<file path="config.mk">
export PLATFORM = sky130hd
export DESIGN_NAME = gdc_mode_fsm
export DESIGN_NICKNAME = d
export VERILOG_FILES = /design/src/gdc_pkg.sv /design/src/gdc_mode_fsm.sv
export SDC_FILE = /design/constraint.sdc
export NUM_CORES = 1
export LEC_CHECK = 0
export BUFFER_PORTS_ARGS = -buffer_cell sky130_fd_sc_hd__buf_2
export CAP_MARGIN = 25
export CELL_PAD_IN_SITES_DETAIL_PLACEMENT = 0
export CELL_PAD_IN_SITES_GLOBAL_PLACEMENT = 1
export CORE_MARGIN = 2
export CORE_UTILIZATION = 42
export CTS_BUF_LIST = sky130_fd_sc_hd__clkbuf_8
export CTS_CLUSTER_SIZE = 20
export DETAILED_ROUTE_END_ITERATION = 7
export PLACE_DENSITY_LB_ADDON = 0.12
export SLEW_MARGIN = 25
export SYNTH_ARGS = -nofsm -noshare
export SYNTH_HDL_FRONTEND = slang
export SYNTH_SLANG_ARGS = --single-unit
</file>
<file path="constraint.sdc">
create_clock -name clk -period 3.5 [get_ports clk]
set_clock_uncertainty 0.2 [all_clocks]
set_input_delay 0.7 -clock clk [delete_from_list [all_inputs] [get_ports clk]]
set_output_delay 0.7 -clock clk [all_outputs]
set_load 0.03 [all_outputs]
</file>
<file path="src/gdc_pkg.sv">
// gdc_pkg: constants and types for the gate-driver command and mode block.
// assumes a 16-bit word arrives already deserialised from the serial link.
// How it works
// - exit-config command moves configuration to configured
// - exit-config elsewhere is discarded, flags error
// - no-op does nothing, answered with a zero body plus parity
// - read request returns register value next
// - active modes restrict readable addresses
// - write-high loads only buffer upper byte
// - write-low supplies low byte: six data bits, bits 1:0 zero
// - write-low commits buffer then clears it
// - write-low target checked per mode
// - exactly one of seven modes, reported
// - full turn-on only active, weak only weak-active
// - class A events turn off, set error
// - class A: active to configured, weak to verification
// - class A fault pin on transition, or on ADC boundary in any mode
// - class B events turn off, force error mode
// - class B fault pin only on entering error
// - class C flagged, mode unchanged
// - mode commands and sticky-clear steer modes
// - emergency turn-off on class A, B, reset
// - re-enable blocked 256 oscillator cycles
// - active reached only via commands plus enable
// - odd parity in word bit zero
// - link error discards word, sets notification
// - enable rising: configured to active, verification to weak
// - enter-config accepted only in default or error
package gdc_pkg;
	typedef enum logic [2:0]
	{
		default_mode,
		error_mode,
		configuration_mode,
		configured_mode,
		active_mode,
		verification_mode,
		weak_active_mode
	} gdc_mode_t;
	localparam logic [15:0] ENTER_CFG_WORD = 16'h1880;
	localparam logic [15:0] ENTER_VER_WORD = 16'h1140;
	localparam logic [15:0] EXIT_CFG_WORD = 16'h1220;
	localparam logic [15:0] NOP_WORD = 16'h1410;
	localparam logic [15:0] READ_MASK = 16'hF07E;
	localparam logic [15:0] READ_PAT = 16'h002A;
	localparam logic [15:0] WRH_MASK = 16'hFE00;
	localparam logic [15:0] WRH_PAT = 16'h4400;
	localparam logic [15:0] WRL_MASK = 16'hF000;
	localparam logic [15:0] WRL_PAT = 16'hA000;
	localparam int ADDR_LSB = 7;
	localparam int DATA_LSB = 1;
	localparam logic [15:0] ERR_NOTE_BIT = 16'h0002;
	localparam logic [4:0] CTRL_ADDR = 5'h00;
	localparam logic [4:0] RESTRICT_LIMIT = 5'h0F;
	localparam int CLRS_BIT = 1;
	localparam int ETO_CYCLES = 256;
endpackage : gdc_pkg

</file>
<file path="src/gdc_mode_fsm.sv">
// gdc_mode_fsm: decodes request words, keeps the operating mode, drives
// faults and turn-on permission. assumes event inputs are synchronous
// pulses; enable and the oscillator clock are asynchronous pins.
module gdc_mode_fsm
	import gdc_pkg::*;
(
	// clock and reset
	input wire logic clk,
	input wire logic reset,
	input wire logic clkEn,
	// received word
	input wire logic wordValid,
	input wire logic [15:0] rxWord,
	input wire logic parityCheckEnable,
	// register read data and write port
	input wire logic [15:0] regReadData,
	output logic [4:0] regAddr,
	output logic regWrite,
	output logic [15:0] regWriteData,
	// answer word
	output logic [15:0] txWord,
	// events
	input wire logic desaturationEvent,
	input wire logic overcurrentEvent,
	input wire logic adcBoundaryEvent,
	input wire logic secondaryUndervoltageEvent,
	input wire logic verifyTimeoutEvent,
	input wire logic shootThroughEvent,
	input wire logic enablePin,
	input wire logic secondaryOscillator,
	// status and output control
	output gdc_pkg::gdc_mode_t modeStatusField,
	output logic spiErrorFlag,
	output logic classCFlag,
	output logic [3:0] classAErrBits,
	output logic [1:0] classBErrBits,
	output logic fullTurnOnAllowed,
	output logic weakTurnOnAllowed,
	output logic safeTurnOff,
	output logic regularTurnOff,
	output logic reenableBlocked,
	output logic class_a_fault_out_n,
	output logic class_b_fault_out_n
);
	import gdc_pkg::*;

	function automatic logic isRestricted(input gdc_mode_t m,
		input logic [4:0] a);
		isRestricted = (m == active_mode || m == weak_active_mode)
			&& (a > RESTRICT_LIMIT);
	endfunction : isRestricted

	gdc_mode_t mode_q, mode_d;
	logic [15:0] wbuf_q, wbuf_d, tx_q, tx_d, wdata_q, wdata_d;
	logic [4:0] addr_q, addr_d;
	logic wr_q, wr_d, spiErr_q, spiErr_d, cFlag_q, cFlag_d;
	logic [3:0] aErr_q, aErr_d;
	logic [1:0] bErr_q, bErr_d;
	logic fa_q, fa_d, fb_q, fb_d, safe_q, safe_d, reg_q, reg_d;
	logic en1_q, en2_q, en3_q, os1_q, os2_q, os3_q;
	logic [8:0] eto_q, eto_d;
	logic pendCfg_q, pendCfg_d, init_q;

	logic enRise, enFall, oscTick, classA, classB, parityOk, bad;
	logic [4:0] wAddr;

	assign enRise = en2_q & ~en3_q;
	assign enFall = ~en2_q & en3_q;
	assign oscTick = os2_q & ~os3_q;
	assign classA = desaturationEvent | overcurrentEvent | enFall
		| adcBoundaryEvent;
	assign classB = secondaryUndervoltageEvent | verifyTimeoutEvent;
	assign parityOk = ^rxWord | ~parityCheckEnable;
	assign wAddr = rxWord[ADDR_LSB +: 5];

	always_comb
	begin
		mode_d = mode_q;
		wbuf_d = wbuf_q;
		tx_d = tx_q;
		addr_d = addr_q;
		wr_d = 1'b0;
		wdata_d = wdata_q;
		spiErr_d = spiErr_q;
		cFlag_d = cFlag_q | shootThroughEvent;
		aErr_d = aErr_q | {adcBoundaryEvent, enFall, overcurrentEvent,
			desaturationEvent};
		bErr_d = bErr_q | {verifyTimeoutEvent, secondaryUndervoltageEvent};
		fa_d = 1'b0;
		fb_d = 1'b0;
		safe_d = desaturationEvent | overcurrentEvent;
		reg_d = enFall | adcBoundaryEvent | classB;
		eto_d = eto_q;
		pendCfg_d = pendCfg_q;
		bad = 1'b0;
		if (oscTick && eto_q != 9'h000)
			eto_d = eto_q - 9'h001;
		if (wordValid)
		begin
			tx_d = {tx_q[15:1], 1'b0};
			if (rxWord == NOP_WORD)
				bad = 1'b0;
			else if (rxWord == ENTER_CFG_WORD)
			begin
				if (mode_q == default_mode || mode_q == error_mode)
					pendCfg_d = 1'b1;
				else
					bad = 1'b1;
			end
			else if (rxWord == ENTER_VER_WORD)
			begin
				if (mode_q == configuration_mode)
					mode_d = verification_mode;
				else
					bad = 1'b1;
			end
			else if (rxWord == EXIT_CFG_WORD)
			begin
				if (mode_q == configuration_mode)
					mode_d = configured_mode;
				else
					bad = 1'b1;
			end
			else if (!parityOk)
				bad = 1'b1;
			else if ((rxWord & READ_MASK) == READ_PAT)
			begin
				if (isRestricted(mode_q, wAddr))
					bad = 1'b1;
				else
					addr_d = wAddr;
			end
			else if ((rxWord & WRH_MASK) == WRH_PAT)
				wbuf_d[15:8] = rxWord[DATA_LSB +: 8];
			else if ((rxWord & WRL_MASK) == WRL_PAT)
			begin
				if (isRestricted(mode_q, wAddr))
					bad = 1'b1;
				else
				begin
					addr_d = wAddr;
					wr_d = 1'b1;
					wdata_d = {wbuf_q[15:8], rxWord[DATA_LSB +: 6],
						2'b00};
					wbuf_d = 16'h0000;
					if (wAddr == CTRL_ADDR && rxWord[DATA_LSB + CLRS_BIT]
						&& mode_q == error_mode && !classB)
						mode_d = default_mode;
				end
			end
			else
				bad = 1'b1;
			if (bad)
			begin
				spiErr_d = 1'b1;
				cFlag_d = 1'b1;
			end
		end
		if (pendCfg_q && !classB)
		begin
			mode_d = configuration_mode;
			pendCfg_d = 1'b0;
		end
		if (enRise && eto_q == 9'h000)
		begin
			if (mode_q == configured_mode)
				mode_d = active_mode;
			else if (mode_q == verification_mode)
				mode_d = weak_active_mode;
		end
		if (classA)
		begin
			if (mode_q == active_mode)
			begin
				mode_d = configured_mode;
				fa_d = 1'b1;
			end
			else if (mode_q == weak_active_mode)
			begin
				mode_d = verification_mode;
				fa_d = 1'b1;
			end
			else if (adcBoundaryEvent)
				fa_d = 1'b1;
			eto_d = 9'(ETO_CYCLES);
		end
		if (classB)
		begin
			if (mode_q != error_mode)
				fb_d = 1'b1;
			mode_d = error_mode;
			eto_d = 9'(ETO_CYCLES);
		end
	end

	// state registers, updated on clkEn; reset loads default mode and regular turn-off
	always_ff @(posedge clk or posedge reset)
	begin
		if (reset)
		begin
			mode_q <= default_mode;
			wbuf_q <= 16'h0000;
			tx_q <= 16'h0000;
			addr_q <= 5'h00;
			wr_q <= 1'b0;
			wdata_q <= 16'h0000;
			spiErr_q <= 1'b0;
			cFlag_q <= 1'b0;
			aErr_q <= 4'h0;
			bErr_q <= 2'h0;
			fa_q <= 1'b0;
			fb_q <= 1'b0;
			safe_q <= 1'b0;
			reg_q <= 1'b1;
			eto_q <= 9'h000;
			pendCfg_q <= 1'b0;
			en1_q <= 1'b0;
			en2_q <= 1'b0;
			en3_q <= 1'b0;
			os1_q <= 1'b0;
			os2_q <= 1'b0;
			os3_q <= 1'b0;
			init_q <= 1'b0;
		end
		else if (clkEn)
		begin
			mode_q <= mode_d;
			wbuf_q <= wbuf_d;
			tx_q <= tx_d;
			addr_q <= addr_d;
			wr_q <= wr_d;
			wdata_q <= wdata_d;
			spiErr_q <= spiErr_d;
			cFlag_q <= cFlag_d;
			aErr_q <= aErr_d;
			bErr_q <= bErr_d;
			fa_q <= fa_d;
			fb_q <= fb_d;
			safe_q <= safe_d;
			reg_q <= reg_d | ~init_q;
			eto_q <= init_q ? eto_d : 9'(ETO_CYCLES);
			pendCfg_q <= pendCfg_d;
			en1_q <= enablePin;
			en2_q <= en1_q;
			en3_q <= en2_q;
			os1_q <= secondaryOscillator;
			os2_q <= os1_q;
			os3_q <= os2_q;
			init_q <= 1'b1;
		end
	end

	// answer: error notification marks a refused word; parity is odd
	logic [15:0] ansBody;
	logic ansRead;
	assign ansRead = wordValid && parityOk && !bad
		&& (rxWord & READ_MASK) == READ_PAT;
	assign ansBody = ansRead ? {regReadData[15:1], 1'b0}
		: ({tx_q[15:1], 1'b0} | (bad ? ERR_NOTE_BIT : 16'h0000));
	logic [15:0] txReg_q;
	always_ff @(posedge clk or posedge reset)
	begin
		if (reset)
			txReg_q <= 16'h0001;
		else if (clkEn && wordValid)
			txReg_q <= {ansBody[15:1], ~^ansBody[15:1]};
	end

	assign txWord = txReg_q;
	assign modeStatusField = mode_q;
	assign regAddr = addr_q;
	assign regWrite = wr_q;
	assign regWriteData = wdata_q;
	assign spiErrorFlag = spiErr_q;
	assign classCFlag = cFlag_q;
	assign classAErrBits = aErr_q;
	assign classBErrBits = bErr_q;
	assign fullTurnOnAllowed = (mode_q == active_mode) && !reg_q
		&& !safe_q;
	assign weakTurnOnAllowed = (mode_q == weak_active_mode) && !reg_q
		&& !safe_q;
	assign safeTurnOff = safe_q;
	assign regularTurnOff = reg_q;
	assign reenableBlocked = (eto_q != 9'h000);
	assign class_a_fault_out_n = ~fa_q;
	assign class_b_fault_out_n = ~fb_q;

	a_exit_cfg_mode: assert property (@(posedge clk) disable iff (reset)
		clkEn && wordValid && rxWord == EXIT_CFG_WORD
		&& mode_q == configuration_mode && !classA && !classB
		|=> mode_q == configured_mode)
		else $error("exit command did not reach configured mode");
	a_exit_bad_err: assert property (@(posedge clk) disable iff (reset)
		clkEn && wordValid && rxWord == EXIT_CFG_WORD
		&& mode_q != configuration_mode |=> spiErrorFlag && txWord[1])
		else $error("misplaced exit command not flagged");
	a_fault_a_only: assert property (@(posedge clk) disable iff (reset)
		clkEn && !class_a_fault_out_n |-> $past(mode_q) != mode_q
		|| $past(adcBoundaryEvent))
		else $error("class A fault without transition");
	a_fault_b_entry: assert property (@(posedge clk) disable iff (reset)
		!class_b_fault_out_n |-> mode_q == error_mode
		&& $past(mode_q) != error_mode)
		else $error("class B fault without entry to error mode");
	a_classb_err: assert property (@(posedge clk) disable iff (reset)
		clkEn && classB |=> mode_q == error_mode)
		else $error("class B did not force error mode");
	a_full_on_active: assert property (@(posedge clk) disable iff (reset)
		fullTurnOnAllowed |-> mode_q == active_mode && !weakTurnOnAllowed)
		else $error("full turn-on outside active mode");
	a_active_via_cfg: assert property (@(posedge clk) disable iff (reset)
		clkEn && mode_q != active_mode ##1 mode_q == active_mode
		|-> $past(mode_q) == configured_mode)
		else $error("active mode entered from wrong mode");
	a_enter_cfg_only: assert property (@(posedge clk) disable iff (reset)
		mode_q == configuration_mode && $past(mode_q) != configuration_mode
		|-> $past(pendCfg_q))
		else $error("configuration entered without command");
	a_write_clears: assert property (@(posedge clk) disable iff (reset)
		regWrite |-> wbuf_q == 16'h0000)
		else $error("write buffer not cleared after commit");
	a_eto_block: assert property (@(posedge clk) disable iff (reset)
		clkEn && init_q && (classA || classB) |=> reenableBlocked)
		else $error("re-enable not blocked after turn-off");
	a_mode_legal: assert property (@(posedge clk) disable iff (reset)
		mode_q inside {default_mode, error_mode, configuration_mode,
		configured_mode, active_mode, verification_mode, weak_active_mode})
		else $error("mode register left the seven modes");
	a_nop_quiet: assert property (@(posedge clk) disable iff (reset)
		clkEn && wordValid && rxWord == NOP_WORD && !classA && !classB
		&& !pendCfg_q && !enRise |=> $stable(mode_q) && !regWrite)
		else $error("no-op command changed state");
	a_class_a_drop: assert property (@(posedge clk) disable iff (reset)
		clkEn && classA && !classB && mode_q == active_mode
		|=> mode_q == configured_mode && !class_a_fault_out_n)
		else $error("class A did not drop active mode");
	a_bad_word_note: assert property (@(posedge clk) disable iff (reset)
		clkEn && wordValid && bad |=> spiErrorFlag && txWord[1])
		else $error("refused word not notified");
	a_write_high: assert property (@(posedge clk) disable iff (reset)
		clkEn && wordValid && parityOk && (rxWord & WRH_MASK) == WRH_PAT
		|=> !regWrite && wbuf_q[15:8] == $past(rxWord[8:1]))
		else $error("write-high did more than load the buffer");
	a_off_when_idle: assert property (@(posedge clk) disable iff (reset)
		mode_q != active_mode && mode_q != weak_active_mode
		|-> !fullTurnOnAllowed && !weakTurnOnAllowed)
		else $error("turn-on allowed in a disabled mode");
endmodule : gdc_mode_fsm

</file>
==> results of run 1 <==
flip-flops by register name, indices dropped and copies added (netlist names), 2 cells and up:
signal / flops
regWriteData: 14
classAErrBits: 4
modeStatusField: 3
eto_q: 9
wbuf_q: 8
classBErrBits: 2
regAddr: 5
txWord: 16
path summary, 6_finish.rpt:
| path | endpoint | cells after the start |
|---|---|---|
| worst max-delay path | regAddr[4]$_DFFE_PP0P_ | 10 |
| worst min-delay path | eto_q[5]$_DFFE_PP0P_ | 2 |
| worst max register to register | modeStatusField[2]$_DFFE_PP0P_ | 9 |
| worst min register to register | classAErrBits[1]$_DFFE_PP0P_ | 1 |
| max in group asynchronous | regularTurnOff$_DFFE_PP1P_ | 3 |
| min in group clk | classAErrBits[1]$_DFFE_PP0P_ | 1 |
through the flow:
stage               utilization [%]  hold WS (ns)  worst slack [ns]  std cells  cell area, µm²
global route                   52.4         0.277             0.445        633            4870
finish                         52.4         0.253             0.649        633            4870
floorplan                         -         0.227             0.654        399            4040
CTS                            52.4         0.265             0.652        633            4870
global placement               50.2         0.234             0.271        617            4660
detailed placement             50.2         0.242             0.280        617            4660
cell usage after synthesis, drive strengths merged, types with 8 or more instances:
master | number | area share [%]
clkbuf | 8 | 0.99
dfrtp | 74 | 46
ha | 21 | 6.5
inv | 34 | 3.2
mux2 | 24 | 6.7
mux2i | 8 | 2.0
nand2 | 55 | 5.1
nor2 | 21 | 2.0
o21ai | 27 | 3.4
xnor2 | 22 | 4.8
metal layers:
metal | track usage, % | wire, µm | up-vias
li1 | - | - | 1567
met1 | 26.4 | 4540 | 1478
met2 | 28.2 | 4080 | 67
met3 | 3.69 | 393 | 5
met4 | 5.85 | 100 | 0
met5 | 0 | 0 | -
kinds of logic (layout without fill, tap and decap cells):
kind of cell	after synthesis	after routing	share of synthesized area [%]
compound gates	63	63	9.91
fa+ha+maj	21	21	6.50
simple gates	130	130	16.7
buf+inv	48	153	5.14
other cells	1	2	0.0928
flops	76	76	47.1
mux	32	32	8.67
xor+xnor	27	27	5.85
final cells by class:
cell class                 instances  area, µm²
inverter                          34        129
clock buffer                      11        151
multi-input combinational        275       1930
clock inverter                     5       58.8
fill                             882       4420
sequential                        76       1900
tap                              129        161
timing repair buffer             103        531
where the power goes:
part | switching [W] | internal [W] | total (W)
Combinational | 0.000412 | 0.000262 | 0.000673
Sequential | 0.0000845 | 0.00103 | 0.00111
Clock | 0.000330 | 0.000369 | 0.000699
Total | 0.000826 | 0.00166 | 0.00248
cells in the final DEF (no fill, tap or decap), drive strengths merged, types with 3 or more instances in the layout:
cell	n
nand4	4
nor3	6
nand3b	3
clkbuf	11
or3	3
and3	5
and2	4
and4	4
a21oi	7
dfrtp	74
mux2i	8
or2	3
a21o	7
buf	103
o21ai	27
nor4	5
ha	21
xnor2	22
nand2	55
a31oi	4
nand3	7
a211o	3
nor2	21
xor2	5
mux2	24
inv	34
critical path, delay by kind of cell:
family	cells	cell delay, ns
AO/OA/AOI/OAI	1	0.30
adder cells (fa/ha/maj)	1	0.30
buffers and inverters	2	0.21
AND/OR/NAND/NOR	2	0.42
XOR/XNOR	3	0.55
multiplexers	1	0.40
==> out/summary.txt, run 1 <==
================================================================================
Outcome                                                                completed
Count of hold buffers inserted by post-cts repair                              0
Sum of net half-perimeters after detailed placement                      6.88 mm
Remaining max-slew budget at the tightest pin                              49.9%
Avg Synthesized Cell Area                                               10.2 µm²
WP data arrival                                                          2.89 ns
Power Total                                                            0.00248 W
Worst reg2reg startpoint                                            eto_q[0]$_DFFE_PP0P_
Clock sink count                                                              76
DRC violations left                                                            0
Slew at the pin closest to its max-slew limit                           0.751 ns
Path class of the lowest-slack min-delay path                       input pin to async pin
Die width                                                                 102 µm
Maximum achievable frequency                                             351 MHz
Critical Path Fanout Max                                                       6
Initial cell density of the core                                           43.5%
Drt via density                                                             4.92
Pin count of the biggest net entering global routing                          44
Final routed wire length divided by cell count                           14.4 µm
Top_reg_cell synth                                                  sky130_fd_sc_hd__dfrtp_1
Clock network latency to the later pin of the worst-skew pair            0.35 ns
Post-route setup TNS                                                        0 ns
Maximum VDD drop                                                          311 µV
Time the final worst path needs with I/O delays and setup                2.85 ns
Synthesis-to-finish area growth                                            20.5%
Antenna fix cells                                                              0
Ratio of cells with drive above 1 in the final layout                      31.2%
Slowest CP cell                                                     sky130_fd_sc_hd__mux2_2
Count of antenna-violating nets left after detailed routing                    0
Inserted Clock Buffers                                                         9
Nets@finish                                                                  565
CTS tree                                                                   built
Maximum capacitance violations                                                 0
Number of library cell types mapped by synthesis                              57
Global-route usage over all layers                                         18.4%
Final Max Slew Viols                                                           0
Pre-Repair DR Iteration Count                                                  4
Number of synthesized flops with an enable pin                                 0
Core box area                                                           9280 µm²
Power density relative to cell area                                   510 nW/µm²
DR iter-0 viols                                                               89
R2R setup slack                                                          0.87 ns
Total grt overflow                                                             0
Detailed-route wire length                                               9.11 mm
Leakage power                                                            2.35 nW
First-pass GRT wire length                                               15.0 mm
Critical setup path kind                                            input pin to register
Share of async-settable or async-resettable flops after synthesis           100%
Count of H-tree levels built during CTS                                        3
Global placement routability congestion                                    0.810
Required time of the critical path                                       3.54 ns
Synth Register Bits                                                           76
Clock Tree Buf Depth                                                           2
Number of instances in the synthesized netlist                               398
Critical Path Start                                                   rxWord[10]
Vertical die dimension                                                    102 µm
Number of hold violations in the final report                                  0
Critical path launch point type                                        input pin
Setup repair after global routing missed its margin                           no
Clk pin slew, worst setup/hold paths                                     0.08 ns
Area of the mapped netlist                                              4040 µm²
IO Pins                                                                      101
Number of gates resized after CTS                                              0
Sequential cell area fraction in the yosys report                          47.1%
Setup fix buffers added after clock tree synthesis                             0
Cell at the root of the clock tree                                  sky130_fd_sc_hd__clkbuf_8
Placement row count                                                           35
Cell Chain, Critical Path                                           buf_2 > inv_1 > ha_1 > xnor2_1 > xnor2_1 > xnor2_1 > nand2_1 > and4_1 > o211ai_1 > mux2_2
Nature of the critical path endpoint                                    register
Final setup violating endpoints                                                0
# port buffers                                                                97
Antenna violations before repair                                               0
Max stage delay on crit path                                             0.40 ns
Via count of the first global-routing pass                                  2973
Crit-path most repeated cell                                        sky130_fd_sc_hd__xnor2_1
Synth warnings                                                                 0
DIE AREA                                                               10400 µm²
Final worst path period share                                              81.5%
Vias after detailed routing                                                 3117
================================================================================
(Power assumes the default switching activity.)
==> run 2: changes to the inputs <==
- CORE_UTILIZATION: 42 -> 38
- clock period: 3.5 -> 2.4 ns (I/O delays scaled with it)
==> run 2 against run 1 <==
The flow now finishes with violations (negative setup slack). Global-route usage shrank 0.070 points. Final area grew 15%. Sequential share of layout area shrank 5.2 points. Combinational power grew 72%. Sequential power grew 46%. First-iteration DRC count grew 66%. Power grew 48%. Non-clock buffer count grew 61. Clock power grew 29%. Critical path type is now register to register. Critical endpoint is now modeStatusField[2]$_DFFE_PP0P_. Largest power group unchanged. Highest routed layer unchanged.
==> out/summary.txt, run 2 (synthesis results as in run 1) <==
============================================================================
Count of antenna-violating nets left after detailed routing                0
Time the final worst path needs with I/O delays and setup            2.46 ns
# port buffers                                                            97
Clk pin slew, worst setup/hold paths                                 0.08 ns
Maximum achievable frequency                                         407 MHz
Global placement routability congestion                                0.830
Placed Instances                                                         679
Final worst path period share                                           102%
Outcome                                                         finished, violations left
Sum of net half-perimeters after detailed placement                  7.56 mm
Placement row count                                                       37
Vias after detailed routing                                             3385
WP data arrival                                                      2.53 ns
Via count of the first global-routing pass                              3382
Final routed wire length divided by cell count                       14.2 µm
Global-route usage over all layers                                     18.4%
Path class of the lowest-slack min-delay path                   input pin to async pin
Critical path launch point type                                     register
Maximum VDD drop                                                      380 µV
Commonest cells after routing, fill and taps aside              sky130_fd_sc_hd__buf_2 (95), sky130_fd_sc_hd__dfrtp_1 (74), sky130_fd_sc_hd__buf_4 (66)
Antenna fix cells                                                          0
Slew at the pin closest to its max-slew limit                       0.555 ns
Post-route setup TNS                                              -0.0830 ns
Required time of the critical path                                   2.48 ns
Inserted Clock Buffers                                                     9
Power density relative to cell area                               654 nW/µm²
Nature of the critical path endpoint                                register
Depth of the worst register-to-register path                               9
End of the worst register-to-register path                      modeStatusField[2]$_DFFE_PP0P_
Core box area                                                      10300 µm²
Initial cell density of the core                                       39.1%
Layout fillers                                                           951
IO Pins                                                                  101
Nets@finish                                                              626
Pin count of the biggest net entering global routing                      77
Post-route design area                                              5610 µm²
Detailed-route wire length                                           9.97 mm
Remaining max-slew budget at the tightest pin                          62.9%
Drt via density                                                         4.83
Cell at the root of the clock tree                              sky130_fd_sc_hd__clkbuf_8
Clock network latency to the later pin of the worst-skew pair        0.34 ns
Antenna violations before repair                                           0
Worst reg2reg startpoint                                        eto_q[0]$_DFFE_PP0P_
Final worst setup slack                                           -0.0573 ns
WHS                                                                0.0428 ns
Clock sink count                                                          76
Number of hold violations in the final report                              0
Clock Tree Buf Depth                                                       2
First-pass GRT wire length                                           16.5 mm
Maximum capacitance violations                                             0
Vertical die dimension                                                107 µm
Critical Path Fanout Max                                                   2
CTS tree                                                               built
Count of hold buffers inserted by post-cts repair                          0
Total grt overflow                                                         0
Power Total                                                        0.00367 W
Die width                                                             107 µm
Multi-input gate area                                               2150 µm²
Ratio of cells with drive above 1 in the final layout                  45.5%
R2R setup slack                                                     -0.06 ns
Sequential standard cell area                                       1900 µm²
Final setup violating endpoints                                            3
DR iter-0 viols                                                          148
Post-place instance area                                            5320 µm²
Number of flip-flops under the largest register name                      16
DRC violations left                                                        0
Leakage power                                                        2.71 nW
Final cell count without fillers                                         701
Critical setup path kind                                        register to register
Final Max Slew Viols                                                       0
Commonest non-fill, non-tap cell in the layout                  sky130_fd_sc_hd__buf_2
Failing checks                                                  negative setup slack
DIE AREA                                                           11500 µm²
Setup repair after global routing missed its margin                      yes
Pre-Repair DR Iteration Count                                              5
Count of H-tree levels built during CTS                                    3
Synthesis-to-finish area growth                                        38.8%
============================================================================
[run 2: area by class of cell]
cell class	count	area share, %
Clock buffer	11	2.70
Multi-Input combinational cell	275	38.4
Tap cell	136	3.03
Timing Repair Buffer	164	18.4
Inverter	34	3.06
Clock inverter	5	0.491
Sequential cell	76	34.0
[run 2: how the worst max path moves through the flow]
stage	slack (ns)	end	cells after the start	start
after floorplan	-0.07	txWord[0]$_DFFE_PP1P_	9	rxWord[8]
after global placement	-0.30	regAddr[2]$_DFFE_PP0P_	11	rxWord[5]
after detailed placement	-0.33	txWord[0]$_DFFE_PP1P_	10	rxWord[5]
after CTS	-0.08	modeStatusField[2]$_DFFE_PP0P_	9	eto_q[0]$_DFFE_PP0P_
after global routing	-0.15	modeStatusField[2]$_DFFE_PP0P_	9	eto_q[0]$_DFFE_PP0P_
final	-0.06	modeStatusField[2]$_DFFE_PP0P_	9	eto_q[0]$_DFFE_PP0P_
[run 2: per-layer routing]
layer	vias to the layer above	track usage, %	share of wire (%)	routed length [µm]
met2	67	29.3	48	4740
met4	0	7.33	1.6	157
met3	11	2.55	3.5	351
met5	-	0	0	0
li1	1681	-	-	-
met1	1626	25.2	47	4720
[run 2: per-stage QoR]
stage	utilization [%]	worst slack, ns
after CTS	53.8	-0.0762
after floorplan	-	-0.0737
after global placement	51.6	-0.305
after global routing	54.3	-0.147
final	54.3	-0.0573
after detailed placement	51.6	-0.330
[run 2: repair_timing]
action                     in CTS  in global routing
setup buffers                   4                  2
gates resized for setup         7                 12
setup endpoints to repair       5                 30
cloned                          0                  0
pin swaps                       4                  5
[run 2: worst max-delay path: stages, from the launching register on]
cell,delay [ns]
sky130_fd_sc_hd__dfrtp_1,0.40
sky130_fd_sc_hd__inv_2,0.09
sky130_fd_sc_hd__ha_4,0.13
sky130_fd_sc_hd__or3b_4,0.37
sky130_fd_sc_hd__or4_4,0.45
sky130_fd_sc_hd__nor4_4,0.16
sky130_fd_sc_hd__a21o_1,0.15
sky130_fd_sc_hd__a22oi_1,0.06
sky130_fd_sc_hd__a221o_1,0.34
sky130_fd_sc_hd__o21ai_2,0.06
[run 2: where the power goes]
group          internal, W  leakage, nW  total [W]  switching [W]
clock             0.000425        0.100   0.000899       0.000473
sequential         0.00150        0.933    0.00162       0.000121
combinational     0.000510         1.68    0.00116       0.000646
